[src/design/bst_pkg.sv]
package bst_pkg;

   localparam int IR_W   = 3;
   localparam int ID_W   = 32;
   localparam int BSR_W  = 107;
   localparam int OE_BIT = 47;
   localparam int MON_W  = 8;
   localparam int MON_D  = 32;
   localparam int MON_CW = 3;

   localparam logic [IR_W-1:0] INS_EXTEST = 3'h0;
   localparam logic [IR_W-1:0] INS_IDCODE = 3'h1;
   localparam logic [IR_W-1:0] INS_SAMPZ  = 3'h2;
   localparam logic [IR_W-1:0] INS_SAMPLE = 3'h4;
   localparam logic [IR_W-1:0] INS_BYPASS = 3'h7;

   localparam logic [1:0] IR_CAP_LSB = 2'h1;
   localparam logic       IR_CAP_MSB = 1'h0;
   localparam logic       BYP_CAP    = 1'h0;
   localparam logic       OE_PRESET  = 1'h0;
   localparam logic       PULL_UP    = 1'h1;
   localparam int         RST_TMS_N  = 5;

   // Identification value is arbitrary; bit 0 marks presence
   localparam logic [ID_W-1:0] ID_CODE = 32'h1234_5671;

   typedef enum logic [15:0] {
      ST_TLR    = 16'h0001,
      ST_RTI    = 16'h0002,
      ST_SEL_DR = 16'h0004,
      ST_CAP_DR = 16'h0008,
      ST_SH_DR  = 16'h0010,
      ST_EX1_DR = 16'h0020,
      ST_PA_DR  = 16'h0040,
      ST_EX2_DR = 16'h0080,
      ST_UPD_DR = 16'h0100,
      ST_SEL_IR = 16'h0200,
      ST_CAP_IR = 16'h0400,
      ST_SH_IR  = 16'h0800,
      ST_EX1_IR = 16'h1000,
      ST_PA_IR  = 16'h2000,
      ST_EX2_IR = 16'h4000,
      ST_UPD_IR = 16'h8000
   } bst_state_t;

endpackage : bst_pkg

[src/design/bst_tap.sv]
// Summary of operation
// - Inputs on test-clock rise, output on fall
// - Mode select and data in pulled high
// - Shift in at MSB, out at LSB
// - Serial out driven only in shift states
// - Five mode-select highs reset the controller
// - Reset loads identification instruction
// - Capture-IR loads 01 into low bits
// - Three-bit instruction, effective at Update-IR
// - Instruction selects exactly one data register
// - Bypass bit captures zero, shifts in Shift-DR
// - Boundary register captures pins, then shifts
// - Identification capture loads fixed 32-bit code
// - Float-sample floats memory outputs until replaced
// - Sample snapshot shifts out while preload shifts in
// - Preload latches pattern at Update-DR
// - External test drives preloaded values to pins
// - Cell 47 enables read outputs under external test
// - Enable cell written by shift, latched Update-DR
// - Enable latch preset low at reset
// - Instruction encodings as fixed codes
// - Transitions follow mode select at rise
`timescale 1ns/1ps
module bst_tap (
   input  wire logic                      i_clk,
   input  wire logic                      i_resetn,
   input  wire logic                      i_tck,
   input  wire logic                      i_tms,
   input  wire logic                      i_tdi,
   output logic                           o_tdo,
   output logic                           o_tdo_oe,
   input  wire logic [bst_pkg::BSR_W-1:0] i_pins,
   output logic [bst_pkg::BSR_W-1:0]      o_pins_pre,
   output logic                           o_extest,
   output logic                           o_q_oe,
   output logic                           o_mon_valid,
   input  wire logic                      i_mon_ready,
   output logic [bst_pkg::MON_W-1:0]      o_mon_data,
   output logic                           o_mon_ovf
);

   typedef struct packed {
      logic                         tck_s1;
      logic                         tck_s2;
      logic                         tck_p;
      logic                         tms_s1;
      logic                         tms_s2;
      logic                         tdi_s1;
      logic                         tdi_s2;
      logic [bst_pkg::BSR_W-1:0]    pin_s1;
      logic [bst_pkg::BSR_W-1:0]    pin_s2;
      bst_pkg::bst_state_t          st;
      logic [bst_pkg::IR_W-1:0]     ir_sh;
      logic [bst_pkg::IR_W-1:0]     ir;
      logic                         byp;
      logic [bst_pkg::ID_W-1:0]     idr;
      logic [bst_pkg::BSR_W-1:0]    bsr;
      logic [bst_pkg::BSR_W-1:0]    pre;
      logic                         tdo;
      logic                         tdo_oe;
      logic [bst_pkg::MON_W-1:0]    mon;
      logic [bst_pkg::MON_CW-1:0]   mon_cnt;
      logic                         mon_vld;
      logic                         ovf;
   } bst_tap_t;

   bst_tap_t s_q, s_d;
   logic     rise;
   logic     fall;
   logic     bsr_ins;
   logic     dr_lsb;
   logic     fifo_rdy;
   bst_pkg::bst_state_t nxt;

   assign rise = s_q.tck_s2 && !s_q.tck_p;
   assign fall = !s_q.tck_s2 && s_q.tck_p;
   assign bsr_ins = (s_q.ir == bst_pkg::INS_EXTEST) || (s_q.ir == bst_pkg::INS_SAMPLE)
                 || (s_q.ir == bst_pkg::INS_SAMPZ);

   // Reserved codes fall back to the bypass bit so the chain stays one bit long
   always_comb begin
      case (s_q.ir)
         bst_pkg::INS_IDCODE: dr_lsb = s_q.idr[0];
         bst_pkg::INS_EXTEST,
         bst_pkg::INS_SAMPLE,
         bst_pkg::INS_SAMPZ:  dr_lsb = s_q.bsr[0];
         default:             dr_lsb = s_q.byp;
      endcase
   end

   // Sixteen-state walk driven by sampled mode select
   always_comb begin
      case (s_q.st)
         bst_pkg::ST_TLR:    nxt = s_q.tms_s2 ? bst_pkg::ST_TLR    : bst_pkg::ST_RTI;
         bst_pkg::ST_RTI:    nxt = s_q.tms_s2 ? bst_pkg::ST_SEL_DR : bst_pkg::ST_RTI;
         bst_pkg::ST_SEL_DR: nxt = s_q.tms_s2 ? bst_pkg::ST_SEL_IR : bst_pkg::ST_CAP_DR;
         bst_pkg::ST_CAP_DR: nxt = s_q.tms_s2 ? bst_pkg::ST_EX1_DR : bst_pkg::ST_SH_DR;
         bst_pkg::ST_SH_DR:  nxt = s_q.tms_s2 ? bst_pkg::ST_EX1_DR : bst_pkg::ST_SH_DR;
         bst_pkg::ST_EX1_DR: nxt = s_q.tms_s2 ? bst_pkg::ST_UPD_DR : bst_pkg::ST_PA_DR;
         bst_pkg::ST_PA_DR:  nxt = s_q.tms_s2 ? bst_pkg::ST_EX2_DR : bst_pkg::ST_PA_DR;
         bst_pkg::ST_EX2_DR: nxt = s_q.tms_s2 ? bst_pkg::ST_UPD_DR : bst_pkg::ST_SH_DR;
         bst_pkg::ST_UPD_DR: nxt = s_q.tms_s2 ? bst_pkg::ST_SEL_DR : bst_pkg::ST_RTI;
         bst_pkg::ST_SEL_IR: nxt = s_q.tms_s2 ? bst_pkg::ST_TLR    : bst_pkg::ST_CAP_IR;
         bst_pkg::ST_CAP_IR: nxt = s_q.tms_s2 ? bst_pkg::ST_EX1_IR : bst_pkg::ST_SH_IR;
         bst_pkg::ST_SH_IR:  nxt = s_q.tms_s2 ? bst_pkg::ST_EX1_IR : bst_pkg::ST_SH_IR;
         bst_pkg::ST_EX1_IR: nxt = s_q.tms_s2 ? bst_pkg::ST_UPD_IR : bst_pkg::ST_PA_IR;
         bst_pkg::ST_PA_IR:  nxt = s_q.tms_s2 ? bst_pkg::ST_EX2_IR : bst_pkg::ST_PA_IR;
         bst_pkg::ST_EX2_IR: nxt = s_q.tms_s2 ? bst_pkg::ST_UPD_IR : bst_pkg::ST_SH_IR;
         bst_pkg::ST_UPD_IR: nxt = s_q.tms_s2 ? bst_pkg::ST_SEL_DR : bst_pkg::ST_RTI;
         default:            nxt = bst_pkg::ST_TLR;
      endcase
   end

   always_comb begin
      s_d        = s_q;
      s_d.tck_s1 = i_tck;
      s_d.tck_s2 = s_q.tck_s1;
      s_d.tck_p  = s_q.tck_s2;
      s_d.tms_s1 = i_tms;
      s_d.tms_s2 = s_q.tms_s1;
      s_d.tdi_s1 = i_tdi;
      s_d.tdi_s2 = s_q.tdi_s1;
      s_d.pin_s1 = i_pins;
      s_d.pin_s2 = s_q.pin_s1;
      if (rise) begin
         s_d.st = nxt;
         case (s_q.st)
            bst_pkg::ST_CAP_IR: s_d.ir_sh = {bst_pkg::IR_CAP_MSB, bst_pkg::IR_CAP_LSB};
            bst_pkg::ST_SH_IR:  s_d.ir_sh = {s_q.tdi_s2, s_q.ir_sh[bst_pkg::IR_W-1:1]};
            bst_pkg::ST_CAP_DR: begin
               s_d.byp = bst_pkg::BYP_CAP;
               if (s_q.ir == bst_pkg::INS_IDCODE) begin
                  s_d.idr = bst_pkg::ID_CODE;
               end
               if (bsr_ins) begin
                  s_d.bsr = s_q.pin_s2;
               end
            end
            bst_pkg::ST_SH_DR: begin
               case (s_q.ir)
                  bst_pkg::INS_IDCODE:
                     s_d.idr = {s_q.tdi_s2, s_q.idr[bst_pkg::ID_W-1:1]};
                  bst_pkg::INS_EXTEST,
                  bst_pkg::INS_SAMPLE,
                  bst_pkg::INS_SAMPZ:
                     s_d.bsr = {s_q.tdi_s2, s_q.bsr[bst_pkg::BSR_W-1:1]};
                  default:
                     s_d.byp = s_q.tdi_s2;
               endcase
               // Shifted-in data is also copied out to the monitor stream, except while a finished byte waits: that bit is dropped and sets overflow
               if (!s_q.mon_vld) begin
                  s_d.mon     = {s_q.tdi_s2, s_q.mon[bst_pkg::MON_W-1:1]};
                  s_d.mon_cnt = s_q.mon_cnt + 1'b1;
                  if (&s_q.mon_cnt) begin
                     s_d.mon_vld = 1'b1;
                  end
               end else begin
                  s_d.ovf = 1'b1;
               end
            end
            default: ;
         endcase
      end
      if (fall) begin
         // Updates happen on the falling edge so pins move half a cycle after the rise that enters the update state
         if (s_q.st == bst_pkg::ST_UPD_IR) begin
            s_d.ir = s_q.ir_sh;
         end
         if (s_q.st == bst_pkg::ST_UPD_DR
             && (s_q.ir == bst_pkg::INS_EXTEST || s_q.ir == bst_pkg::INS_SAMPLE)) begin
            s_d.pre = s_q.bsr;
         end
         if (s_q.st == bst_pkg::ST_SH_IR) begin
            s_d.tdo    = s_q.ir_sh[0];
            s_d.tdo_oe = 1'b1;
         end else if (s_q.st == bst_pkg::ST_SH_DR) begin
            s_d.tdo    = dr_lsb;
            s_d.tdo_oe = 1'b1;
         end else begin
            s_d.tdo_oe = 1'b0;
         end
      end
      if (s_q.st == bst_pkg::ST_TLR) begin
         s_d.ir              = bst_pkg::INS_IDCODE;
         s_d.pre[bst_pkg::OE_BIT] = bst_pkg::OE_PRESET;
      end
      if (s_q.mon_vld && fifo_rdy) begin
         s_d.mon_vld = 1'b0;
      end
   end

   always_ff @(posedge i_clk or negedge i_resetn) begin
      if (!i_resetn) begin
         s_q        <= '0;
         s_q.tms_s1 <= bst_pkg::PULL_UP;
         s_q.tms_s2 <= bst_pkg::PULL_UP;
         s_q.tdi_s1 <= bst_pkg::PULL_UP;
         s_q.tdi_s2 <= bst_pkg::PULL_UP;
         s_q.st     <= bst_pkg::ST_TLR;
         s_q.ir     <= bst_pkg::INS_IDCODE;
         s_q.tdo_oe <= 1'b0;
      end else begin
         s_q <= s_d;
      end
   end

   bst_fifo #(
      .W (bst_pkg::MON_W),
      .D (bst_pkg::MON_D)
   ) u_mon_fifo (
      .i_clk    (i_clk),
      .i_resetn (i_resetn),
      .i_valid  (s_q.mon_vld),
      .o_ready  (fifo_rdy),
      .i_data   (s_q.mon),
      .o_valid  (o_mon_valid),
      .i_ready  (i_mon_ready),
      .o_data   (o_mon_data)
   );

   assign o_tdo      = s_q.tdo;
   assign o_tdo_oe   = s_q.tdo_oe;
   assign o_pins_pre = s_q.pre;
   assign o_extest   = (s_q.ir == bst_pkg::INS_EXTEST);
   assign o_mon_ovf  = s_q.ovf;

   // Float-sample wins; normal operation leaves the read outputs enabled
   always_comb begin
      case (s_q.ir)
         bst_pkg::INS_SAMPZ:  o_q_oe = 1'b0;
         bst_pkg::INS_EXTEST: o_q_oe = s_q.pre[bst_pkg::OE_BIT];
         default:             o_q_oe = 1'b1;
      endcase
   end

   // Helper: consecutive rising edges with mode select high
   logic [2:0] tms_run_q;
   always_ff @(posedge i_clk or negedge i_resetn) begin
      if (!i_resetn) begin
         tms_run_q <= 3'h0;
      end else if (rise) begin
         if (!s_q.tms_s2) begin
            tms_run_q <= 3'h0;
         end else if (tms_run_q != 3'(bst_pkg::RST_TMS_N)) begin
            tms_run_q <= tms_run_q + 3'h1;
         end
      end
   end
endmodule : bst_tap

[src/design/bst_fifo.sv]
`timescale 1ns/1ps
module bst_fifo #(
   parameter int W = 8,
   parameter int D = 32
) (
   input  wire logic         i_clk,
   input  wire logic         i_resetn,
   input  wire logic         i_valid,
   output logic              o_ready,
   input  wire logic [W-1:0] i_data,
   output logic              o_valid,
   input  wire logic         i_ready,
   output logic [W-1:0]      o_data
);
   localparam int AW = $clog2(D);

   typedef struct packed {
      logic [D-1:0][W-1:0] mem;
      logic [AW:0]         wr;
      logic [AW:0]         rd;
   } bst_fifo_t;

   bst_fifo_t s_q, s_d;
   logic      full;
   logic      empty;

   assign empty   = (s_q.wr == s_q.rd);
   assign full    = (s_q.wr[AW-1:0] == s_q.rd[AW-1:0]) && (s_q.wr[AW] != s_q.rd[AW]);
   assign o_ready = !full;
   assign o_valid = !empty;
   assign o_data  = s_q.mem[s_q.rd[AW-1:0]];

   always_comb begin
      s_d = s_q;
      if (i_valid && !full) begin
         s_d.mem[s_q.wr[AW-1:0]] = i_data;
         s_d.wr                  = s_q.wr + 1'b1;
      end
      if (i_ready && !empty) begin
         s_d.rd = s_q.rd + 1'b1;
      end
   end

   always_ff @(posedge i_clk or negedge i_resetn) begin
      if (!i_resetn) begin
         s_q <= '0;
      end else begin
         s_q <= s_d;
      end
   end

endmodule : bst_fifo

[config.mk]
export PLATFORM = sky130hd
export DESIGN_NAME = bst_tap
export DESIGN_NICKNAME = d
export VERILOG_FILES = /design/src/design/bst_pkg.sv /design/src/design/bst_tap.sv /design/src/design/bst_fifo.sv
export SDC_FILE = /design/constraint.sdc
export NUM_CORES = 1
export LEC_CHECK = 0
export BUFFER_PORTS_ARGS = -buffer_cell sky130_fd_sc_hd__buf_4
export CORE_MARGIN = 5
export CORE_UTILIZATION = 30
export DETAILED_ROUTE_END_ITERATION = 8
export GPL_TIMING_DRIVEN = 0
export SETUP_SLACK_MARGIN = 0.1
export SKIP_LAST_GASP = 1
export SLEW_MARGIN = 20
export SYNTH_ARGS = -nofsm -noshare
export SYNTH_HDL_FRONTEND = slang
export SYNTH_HIERARCHICAL = 1
export SYNTH_SLANG_ARGS = --single-unit
[constraint.sdc]
create_clock -name i_clk -period 3.5 [get_ports i_clk]
set_clock_uncertainty 0.1 [all_clocks]
set_input_delay 0.35 -clock i_clk [delete_from_list [all_inputs] [get_ports i_clk]]
set_output_delay 0.35 -clock i_clk [all_outputs]
set_load 0.05 [all_outputs]
==> qor.yml, run 1 <==
run_status:
  status: "finished, violations left"
  violations: "negative setup slack"
power:
  p_leak_nw: 18.5
  p_comb_share_pct: 4.4
  pwr-share-seq_pct: 48.1
  internal-power_mw: 14.9
  p_sw_mw: 4.27
  p_total_mw: 19.2
  cellPowerDensity_nw_per_um2: 492
  p_sw_share_pct: 22.3
  p_clk_share_pct: 47.5
  vdd.ir_drop.worst_mv: 0.365
sta:
  relSlewSlack_pct: 45.1
  finalSetupViolCount: 8
  min_period_over_period_pct: 103
  hold_viol: 0
  whs_ps: 61.2
  tns_ps: -505
  slew_violations: 0
  tightest_slew_ps: 823
  grt_setup_unrepaired: "yes"
  layout_setup_ws_ps: -97.4
  finalCriticalPeriod_ps: 3600
  fmax_mhz: 278
route:
  vias_per_cell: 4.57
  drtAntennaViolNets: 0
  drtPass1Iterations: 5
  drc_errors: 0
  dr.first_iter.drc_count: 1011
  routedWlPerCell_microns: 18.7
  vias: 18400
  wl_mm: 75.5
layout:
  post-route-util_pct: 38.3
  finalNetCount: 2722
  final_cell_area_sq_um: 39000
  syn_to_final_growth_pct: 26.5
  drive_gt1_share_pct: 36.2
  fin_cells: 4038
grt:
  grt_overflow_total: 0
  grt_usage_pct: 13.9
  antenna_found_initial: 1
  grt_pass1_vias: 19500
  grt_max_degree: 99
  grt_pass1_wl_mm: 118
clock_tree:
  clk_pin_slew_ps: 60
  clock_latency_ps: 650
  cts_root_buf: "clkbuf_16"
  clk_path_buf_depth: 3
  cts_buffers: 88
  clock-sinks: 773
  cts_tree: "yes"
  h-tree-depth: 3
critical_path:
  r2r-end: "s_q[5]$_DFFE_PN0P_"
  endpoint: "o_mon_data[0]"
  worst-r2r-setup-slack_ps: 320
  worstPathMaxFanout: 5
  cp.arrival_ps: 3150
  required_ps: 3050
  rr_worst_depth: 8
  critical_path_class: "register to primary output"
  setup.worst_path.start: "u_mon_fifo/s_q[0]$_DFFE_PN0P_"
  crit_path_start_kind: "register"
  r2r_start: "s_q[279]$_DFFE_PN0P_"
  endpoint_kind: "primary output"
run:
  maxCapViolations: 0
placement:
  post-place-cells: 3755
  dp_worst_setup_slack_ps: -836
  place_congestion: 0.767
  io_buffers: 233
  place_area_sq_um: 34600
  dp_hpwl_mm: 50.4
synthesis:
  synth_edf_count: 0
  avgSynthCellArea_sq_um: 14.4
  syn_inst: 2145
  syn-cell-area_sq_um: 30800
  ys_types: 59
  synth-seq-cells: 773
  synthArstFlopShare_pct: 100
  ys_warn_count: 6
  synth_fp_nets: 2265
  synth_ff_type: "dfrtp_1"
  yosysSeqAreaShare_pct: 62.7
die:
  rows: 117
  ios: 234
  die_w_microns: 331
  die_area_sq_um: 109000
  initial_utilization_pct: 30.3
  coreArea_sq_um: 102000
  die_y_microns: 331
min_path:
  hold_class: "input pin to asynchronous set/reset pin"
power groups by stage:
stage / sequential [mW] / clock, mW / combinational, mW
CTS: 9.24 / 9.41 / 0.845
detailed placement: 9.40 / 0 / 0.733
global route: 9.25 / 9.77 / 0.948
global placement: 9.40 / 0 / 0.692
floorplan: 9.37 / 0 / 0.323
finish: 9.24 / 9.12 / 0.838
routing by layer:
metal / track usage (%) / vias up / routed length, microns
li1: - / 8372 / -
met1: 18.5 / 9549 / 33000
met2: 22.7 / 359 / 36200
met3: 2.74 / 154 / 3340
met4: 5.38 / 0 / 3000
met5: 0 / - / 0
worst min path at each step:
stage                        from                         end  slack, ps  cells after the start
6_report                 i_resetn        s_q[143]$_DFFE_PN0P_         60                      2
5_1_grt                  i_resetn          s_q[305]$_DFF_PN0_         50                      2
4_1_cts                  i_resetn        s_q[143]$_DFFE_PN0P_         10                      2
3_5_place_dp             i_resetn  o_pins_pre[21]$_DFFE_PN0P_        100                      1
3_3_place_gp   s_d[362]$_DFF_PN0_          s_q[362]$_DFF_PN0_        230                      0
2_1_floorplan            i_resetn       o_mon_ovf$_DFFE_PN0P_        -50                      0
registers in the layout (all words and copies together) (netlist names):
signal	flops
o_pins_pre	107
o_mon_ovf	1
u_mon_fifo/s_q	268
o_tdo_oe	1
s_d	111
s_q	284
o_tdo	1
synth_stat cells, types with 2 or more instances:
| library cell | n | area, sq um |
|---|---|---|
| buf_4 | 111 | 833 |
| o21ai_1 | 21 | 105 |
| nand4_1 | 7 | 43.8 |
| buf_2 | 28 | 140 |
| nand2b_1 | 6 | 37.5 |
| nor3b_1 | 4 | 30.0 |
| or4b_2 | 2 | 20.0 |
| a2111oi_0 | 2 | 17.5 |
| xnor2_1 | 13 | 114 |
| mux2_2 | 319 | 3590 |
| dfstp_2 | 6 | 158 |
| inv_1 | 8 | 30.0 |
| a31oi_1 | 2 | 12.5 |
| o41ai_1 | 3 | 26.3 |
| mux2_1 | 64 | 721 |
| o22ai_1 | 4 | 25.0 |
| buf_6 | 5 | 56.3 |
| and3b_1 | 2 | 17.5 |
| mux2i_1 | 109 | 1090 |
| nand3_1 | 45 | 225 |
| nand3_2 | 5 | 50.1 |
| and3_1 | 8 | 50.1 |
| xor2_1 | 11 | 96.3 |
| or4_1 | 8 | 60.1 |
| a21oi_1 | 4 | 20.0 |
| dfrtp_1 | 767 | 19200 |
| nor2b_1 | 4 | 25.0 |
| nor2_1 | 42 | 158 |
| nand4b_1 | 2 | 17.5 |
| o21ai_0 | 108 | 541 |
| mux4_2 | 80 | 1800 |
| nand2_1 | 184 | 691 |
| nor3_1 | 25 | 125 |
| nor4_1 | 6 | 37.5 |
| or3_1 | 6 | 37.5 |
| clkbuf_1 | 92 | 345 |
| ha_1 | 7 | 87.6 |
| and2_1 | 4 | 25.0 |
kinds of logic (layout without fill, tap and decap cells):
family | Yosys count | in the layout | synth area share, %
AOI/OAI and AO/OA | 158 | 158 | 2.80
adders and majority gates | 8 | 8 | 0.316
muxes | 572 | 572 | 23.4
other | 0 | 2 | 0
xor gates and xnor gates | 24 | 24 | 0.682
buffers and inverters | 245 | 768 | 4.57
DFF | 773 | 773 | 62.7
and+or+nand+nor | 365 | 365 | 5.53
worst max-delay path, cell delays in order (launching register included):
cell and delay, ps:
dfrtp_1 370, clkbuf_8 150, buf_12 110, buf_12 140, buf_12 130, mux4_2 550, mux4_2 580, mux2_4 310
buf_6 160
area by class of cell:
cell class,instances,area [sq um]
Antenna cell,2,5.00
Buffer,236,1480
Clock buffer,130,2540
Clock inverter,26,349
Fill cell,9678,62900
Inverter,8,30.0
Multi-Input combinational cell,1127,10100
Sequential cell,773,19400
Tap cell,1368,1710
Timing Repair Buffer,368,3420
layout by cell type, fill, tap and decap left out, types with 6 or more instances in the layout:
master / count
clkbuf_8: 21
dlygate4sd3_1: 112
clkbuf_1: 103
or4_1: 8
nor3_1: 23
nand2b_1: 6
mux2_4: 7
clkbuf_16: 89
mux2i_1: 109
nor2_1: 42
clkbuf_2: 7
dfstp_2: 6
xnor2_1: 13
buf_16: 11
o21ai_1: 21
ha_1: 7
nand4_1: 7
mux4_2: 80
nand2_1: 184
o21ai_0: 108
buf_12: 9
mux2_2: 312
nand3_1: 45
buf_4: 341
dfrtp_1: 767
or3_1: 6
clkinv_2: 8
buf_6: 7
inv_1: 8
xor2_1: 11
and3_1: 8
mux2_1: 64
buf_2: 24
timing repair:
| item | 4_1_cts | 5_1_grt |
|---|---|---|
| pin swaps | 2 | 0 |
| cloned | 3 | 1 |
| hold buffers | 112 | 0 |
| resized for setup | 53 | 13 |
| buffers inserted | 8 | 2 |
| hold endpoints to repair | 221 | 0 |
| endpoints found under the setup margin | 223 | 109 |
Power figures use the tool's default switching activity.
==> inputs of run 2 (changes only) <==
==> constraint.sdc (replaced) <==
create_clock -name i_clk -period 3.96 [get_ports i_clk]
set_clock_uncertainty 0.1 [all_clocks]
set_input_delay 0.396 -clock i_clk [delete_from_list [all_inputs] [get_ports i_clk]]
set_output_delay 0.396 -clock i_clk [all_outputs]
set_load 0.05 [all_outputs]
==> run 2 against run 1 <==
The flow now finishes without violations. Worst hold slack better by 46 ps. Highest routed layer unchanged. Final cell count down 0.22%. Count of clock-buffer cells in the layout unchanged. Setup slack better by 350 ps. Sequential share of layout area up 0.48 points. Sequential cell count unchanged. Clock power down 12%. Sequential power down 12%. Combinational power down 12%. Largest cell class unchanged.
==> qor.yml, run 2 (synthesis gave the netlist of run 1 again) <==
sta:
  layout_setup_ws_ps: 252  # was -97.4 ps
  slew_violations: 0  # unchanged
  whs_ps: 107  # was 61.2 ps
  finalSetupViolCount: 0  # was 8
  fmax_mhz: 270
  hold_viol: 0  # unchanged
  tns_ps: 0  # was -505 ps
  grt_setup_unrepaired: "no"  # was yes
  finalCriticalPeriod_ps: 3710
  relSlewSlack_pct: 39.2  # was 45.1%
  min_period_over_period_pct: 93.6
  tightest_slew_ps: 912  # was 823 ps
clock_tree:
  clock-sinks: 773  # unchanged
  cts_tree: "yes"  # unchanged
  clk_pin_slew_ps: 60  # about the same
  h-tree-depth: 3  # unchanged
  cts_root_buf: "clkbuf_16"  # unchanged
  cts_buffers: 88  # unchanged
  clock_latency_ps: 660  # was 650 ps
  clk_path_buf_depth: 3  # unchanged
route:
  vias_per_cell: 4.53  # was 4.57
  drc_errors: 0  # unchanged
  dr.first_iter.drc_count: 948  # was 1,011
  wl_mm: 75.1  # was 75.5 mm
  routedWlPerCell_microns: 18.6  # was 18.7 microns
  vias: 18300  # was 18,400
  drtAntennaViolNets: 0  # unchanged
  drtPass1Iterations: 5  # unchanged
critical_path:
  max_stage_delay_ps: 580  # about the same
  cpLargestDelayFamily: "multiplexers"  # unchanged
  critical_path_class: "register to primary output"  # unchanged
  critPathBufInv: 4  # was 5
  crit_slowest_cell: "mux4_2"  # unchanged
  path_cells: "clkbuf_2 -> buf_6 -> buf_6 -> mux4_2 -> mux4_2 -> mux2_2 -> buf_4"  # was clkbuf_8 -> buf_12 -> buf_12 -> buf_12 -> mux4_2 -> mux4_2 -> mux2_4 -> buf_6
  worstPathMaxFanout: 10  # was 5
  crit_path_start_kind: "register"  # unchanged
  rr_worst_depth: 8  # unchanged
  cp.arrival_ps: 3210  # was 3150 ps
  endpoint_kind: "primary output"  # unchanged
  path_depth: 7  # was 8
  required_ps: 3460  # was 3050 ps
power:
  cellPowerDensity_nw_per_um2: 439  # was 492 nW/um^2
  p_clk_share_pct: 47.5  # about the same
  internal-power_mw: 13.2  # was 14.9 mW
  p_sw_share_pct: 22.3  # about the same
  p_comb_share_pct: 4.3  # was 4.4%
  pwr-share-seq_pct: 48.1  # about the same
  p_sw_mw: 3.78  # was 4.27 mW
  p_leak_nw: 18.3  # was 18.5 nW
  p_total_mw: 17.0  # was 19.2 mW
  vdd.ir_drop.worst_mv: 0.322  # was 0.365 mV
placement:
  place_congestion: 0.767  # unchanged
  dp_worst_setup_slack_ps: -376  # was -836 ps
  post-place-cells: 3755  # unchanged
  io_buffers: 233  # unchanged
  dp_hpwl_mm: 50.4  # unchanged
  place_area_sq_um: 34600  # unchanged
die:
  coreArea_sq_um: 102000  # unchanged
  initial_utilization_pct: 30.3  # unchanged
  ios: 234  # unchanged
  die_y_microns: 331  # unchanged
  die_area_sq_um: 109000  # unchanged
  rows: 117  # unchanged
  die_w_microns: 331  # unchanged
min_path:
  hold_class: "input pin to asynchronous set/reset pin"  # unchanged
layout:
  final_cell_mix: "767 x dfrtp_1, 348 x buf_4, 319 x mux2_2"  # was 767 x dfrtp_1, 341 x buf_4, 312 x mux2_2
  fin_cells: 4029  # was 4,038
  final_cell_area_sq_um: 38600  # was 39,000 sq um
  top_register: "s_q"  # unchanged
  n_fill_cell: 9710  # was 9,678
  finalNetCount: 2712  # was 2,722
  multi_input_area_sq_um: 10100  # about the same
  regArea_sq_um: 19400  # unchanged
  syn_to_final_growth_pct: 25.3  # was 26.5%
  drive_gt1_share_pct: 35.7  # was 36.2%
  layout.cells.most_common: "dfrtp_1"  # unchanged
  post-route-util_pct: 37.9  # was 38.3%
  largest_register_ffs: 284  # unchanged
run_status:
  status: "finished clean"  # was finished, violations left
grt:
  grt_usage_pct: 13.9  # about the same
  grt_max_degree: 99  # unchanged
  grt_overflow_total: 0  # unchanged
  grt_pass1_wl_mm: 117  # was 118 mm
  grt_pass1_vias: 19400  # was 19,500
  antenna_found_initial: 2  # was 1
run:
  maxCapViolations: 0  # unchanged
==> run 2: area by class of cell <==
class | count | area share (%)
Sequential cell | 773 | 50.1
Multi-Input combinational cell | 1127 | 26.1
Timing Repair Buffer | 357 | 8.15
Clock buffer | 130 | 6.57
Tap cell | 1368 | 4.43
Buffer | 237 | 3.63
Clock inverter | 26 | 0.904
Inverter | 8 | 0.0777
Antenna cell | 3 | 0.0194
==> run 2: what timing repair did <==
action / in CTS / in global routing
hold buffers: 112 / 0
endpoints found under the hold margin: 220 / 0
pin swaps: 1 / 0
gates resized for setup: 10 / 11
endpoints found under the setup margin: 115 / 69
buffers inserted: 3 / 0
==> run 2: worst paths after layout <==
path | endpoint | slack, ps | startpoint
min in group i_clk | s_q[388]$_DFF_PN0_ | 230 | s_d[388]$_DFF_PN0_
worst min-delay path | s_q[143]$_DFFE_PN0P_ | 110 | i_resetn
max in group asynchronous | u_mon_fifo/s_q[146]$_DFFE_PN0P_ | 990 | i_resetn
worst max register to register | o_pins_pre[104]$_DFFE_PN0P_ | 350 | s_q[275]$_DFFE_PN0P_
worst min register to register | s_q[388]$_DFF_PN0_ | 230 | s_d[388]$_DFF_PN0_
worst max-delay path | o_mon_data[0] | 250 | u_mon_fifo/s_q[0]$_DFFE_PN0P_
==> run 2: power by group through the flow <==
stage | Sequential [mW] | Clock (mW) | Combinational, mW
after detailed placement | 8.31 | 0 | 0.648
after floorplan | 8.28 | 0 | 0.285
after global placement | 8.31 | 0 | 0.612
after global routing | 8.18 | 8.64 | 0.836
after CTS | 8.16 | 8.32 | 0.747
final | 8.16 | 8.07 | 0.737
==> run 2: routing by layer <==
layer  global-route usage (%)  part of all wire (%)
met2                     22.7                    48
met4                     5.27                   3.8
met1                     18.5                    44
met3                     2.71                   3.9
met5                        0                     0
==> inputs of run 3 (changes only) <==
--- a/config.mk
+++ b/config.mk
@@ -8,6 +8,7 @@
 export BUFFER_PORTS_ARGS = -buffer_cell sky130_fd_sc_hd__buf_4
 export CORE_MARGIN = 5
 export CORE_UTILIZATION = 30
+export CTS_BUF_LIST = sky130_fd_sc_hd__clkbuf_16
 export DETAILED_ROUTE_END_ITERATION = 8
 export GPL_TIMING_DRIVEN = 0
 export SETUP_SLACK_MARGIN = 0.1
==> run 3 against run 2 <==
Via count is essentially flat. Utilization is 0.18 points lower. Global-route usage about the same. Setup slack improved by 5.6 ps. Worst hold slack got worse by 2.1 ps. Maximum frequency increased by 0.15%. Register-to-register slack about the same. Final area shrank 0.47%. Final cell count stayed put. Sequential share of layout area up 0.23 points. Largest cell class unchanged.
==> qor.yml, run 3 (synthesis gave the netlist of run 1 again) <==
min_path:
  hold_class: "input pin to asynchronous set/reset pin"  # unchanged
layout:
  regArea_sq_um: 19400  # unchanged
  drive_gt1_share_pct: 35.1  # was 35.7%
  finalNetCount: 2712  # unchanged
  layout.cells.most_common: "dfrtp_1"  # unchanged
  multi_input_area_sq_um: 10100  # unchanged
  top_register: "s_q"  # unchanged
  syn_to_final_growth_pct: 24.7  # was 25.3%
  fin_cells: 4029  # unchanged
  final_cell_mix: "767 x dfrtp_1, 348 x buf_4, 319 x mux2_2"  # unchanged
  largest_register_ffs: 284  # unchanged
  n_fill_cell: 9742  # was 9,710
die:
  die_y_microns: 331  # unchanged
  coreArea_sq_um: 102000  # unchanged
  die_w_microns: 331  # unchanged
  ios: 234  # unchanged
  die_area_sq_um: 109000  # unchanged
  rows: 117  # unchanged
  initial_utilization_pct: 30.3  # unchanged
grt:
  grt_pass1_vias: 19400  # about the same
  grt_overflow_total: 0  # unchanged
  grt_max_degree: 99  # unchanged
  grt_pass1_wl_mm: 117  # about the same
  antenna_found_initial: 2  # unchanged
  grt_usage_pct: 13.9  # about the same
critical_path:
  worstPathMaxFanout: 10  # unchanged
  max_stage_delay_ps: 570  # was 580 ps
  endpoint_kind: "primary output"  # unchanged
  crit_slowest_cell: "mux4_2"  # unchanged
  critical_path_class: "register to primary output"  # unchanged
  path_cells: "clkbuf_2 -> buf_4 -> clkbuf_4 -> mux4_2 -> mux4_2 -> mux2_2 -> buf_4"  # was clkbuf_2 -> buf_6 -> buf_6 -> mux4_2 -> mux4_2 -> mux2_2 -> buf_4
  cp.arrival_ps: 3210  # about the same
  required_ps: 3460  # about the same
  crit_path_start_kind: "register"  # unchanged
clock_tree:
  clk_pin_slew_ps: 60  # about the same
  clk_path_buf_depth: 3  # unchanged
  clock-sinks: 773  # unchanged
  h-tree-depth: 3  # unchanged
  cts_tree: "yes"  # unchanged
  cts_root_buf: "clkbuf_16"  # unchanged
  cts_buffers: 88  # unchanged
  clock_latency_ps: 650  # was 660 ps
placement:
  post-place-cells: 3755  # unchanged
  dp_hpwl_mm: 50.4  # unchanged
  io_buffers: 233  # unchanged
  place_congestion: 0.767  # unchanged
  dp_worst_setup_slack_ps: -376  # unchanged
sta:
  hold_viol: 0  # unchanged
  fmax_mhz: 270  # about the same
  tightest_slew_ps: 899  # was 912 ps
  grt_setup_unrepaired: "no"  # unchanged
  relSlewSlack_pct: 40.1  # was 39.2%
  layout_setup_ws_ps: 258  # was 252 ps
  finalCriticalPeriod_ps: 3700  # was 3710 ps
  min_period_over_period_pct: 93.5  # was 93.6%
  finalSetupViolCount: 0  # unchanged
  slew_violations: 0  # unchanged
route:
  vias_per_cell: 4.53  # about the same
  dr.first_iter.drc_count: 960  # was 948
  drc_errors: 0  # unchanged
  wl_mm: 75.1  # about the same
  vias: 18300  # about the same
  routedWlPerCell_microns: 18.6  # about the same
  drtAntennaViolNets: 0  # unchanged
  drtPass1Iterations: 5  # unchanged
power:
  vdd.ir_drop.worst_mv: 0.323  # was 0.322 mV
  p_leak_nw: 18.3  # about the same
  cellPowerDensity_nw_per_um2: 430  # was 439 nW/um^2
run_status:
  status: "finished clean"  # unchanged
run:
  maxCapViolations: 0  # unchanged
run 3: report_power, final:
| group | total, mW | leakage [nW] | switching [mW] | internal (mW) |
|---|---|---|---|---|
| clock | 7.65 | 1.40 | 3.28 | 4.37 |
| combinational | 0.737 | 6.63 | 0.416 | 0.320 |
| sequential | 8.16 | 10.3 | 0.0839 | 8.08 |
run 3: final timing paths:
check / startpoint / endpoint / slack (ps) / cells after the start
max in group asynchronous: i_resetn / u_mon_fifo/s_q[175]$_DFFE_PN0P_ / 990 / 8
worst min-delay path: i_resetn / s_q[143]$_DFFE_PN0P_ / 110 / 2
min in group i_clk: s_d[388]$_DFF_PN0_ / s_q[388]$_DFF_PN0_ / 230 / 0
worst min register to register: s_d[388]$_DFF_PN0_ / s_q[388]$_DFF_PN0_ / 230 / 0
worst max-delay path: u_mon_fifo/s_q[1]$_DFFE_PN0P_ / o_mon_data[0] / 260 / 7
worst max register to register: s_q[275]$_DFFE_PN0P_ / o_pins_pre[104]$_DFFE_PN0P_ / 360 / 8
run 3: routing by layer:
| metal | GRT usage (%) | vias up | share of wire, % |
|---|---|---|---|
| li1 | - | 8360 | - |
| met1 | 18.5 | 9427 | 44 |
| met2 | 22.6 | 317 | 48 |
| met3 | 2.72 | 153 | 4.2 |
| met4 | 5.27 | 0 | 3.8 |
| met5 | 0 | - | 0 |
run 3: through the flow:
step	util (%)	hold slack, ps	setup TNS, ps	power (mW)	instance area, sq um
3_3_place_gp	33.7	233	-5088610	8.92	34300
3_5_place_dp	33.9	148	-20380	8.95	34600
5_1_grt	37.7	90.2	0	17.2	38400
6_report	37.7	105	0	16.6	38500
4_1_cts	37.7	62.4	0	16.8	38400
2_1_floorplan	-	0.409	0	8.56	30800
run 3: critical path: cells and delay by family, from the launching register on:
family	cells	cell delay (ps)
buffers and inverters	4	930
DFF	1	350
muxes	3	1270
run 3: layout make-up:
cell class                      count  area share, %
Clock inverter                     68           1.32
Inverter                            8         0.0781
Timing Repair Buffer              357           8.19
Multi-Input combinational cell   1127           26.3
Clock buffer                       88           5.73
Sequential cell                   773           50.3
Buffer                            237           3.65
Tap cell                         1368           4.45
Antenna cell                        3         0.0195
run 3: what timing repair did:
action                                  CTS  global route
hold buffers                            112             0
hold endpoints to repair                220             0
endpoints found under the setup margin  115            69
gates resized for setup                  10            11
pin swaps                                 1             0
buffers inserted                          3             0
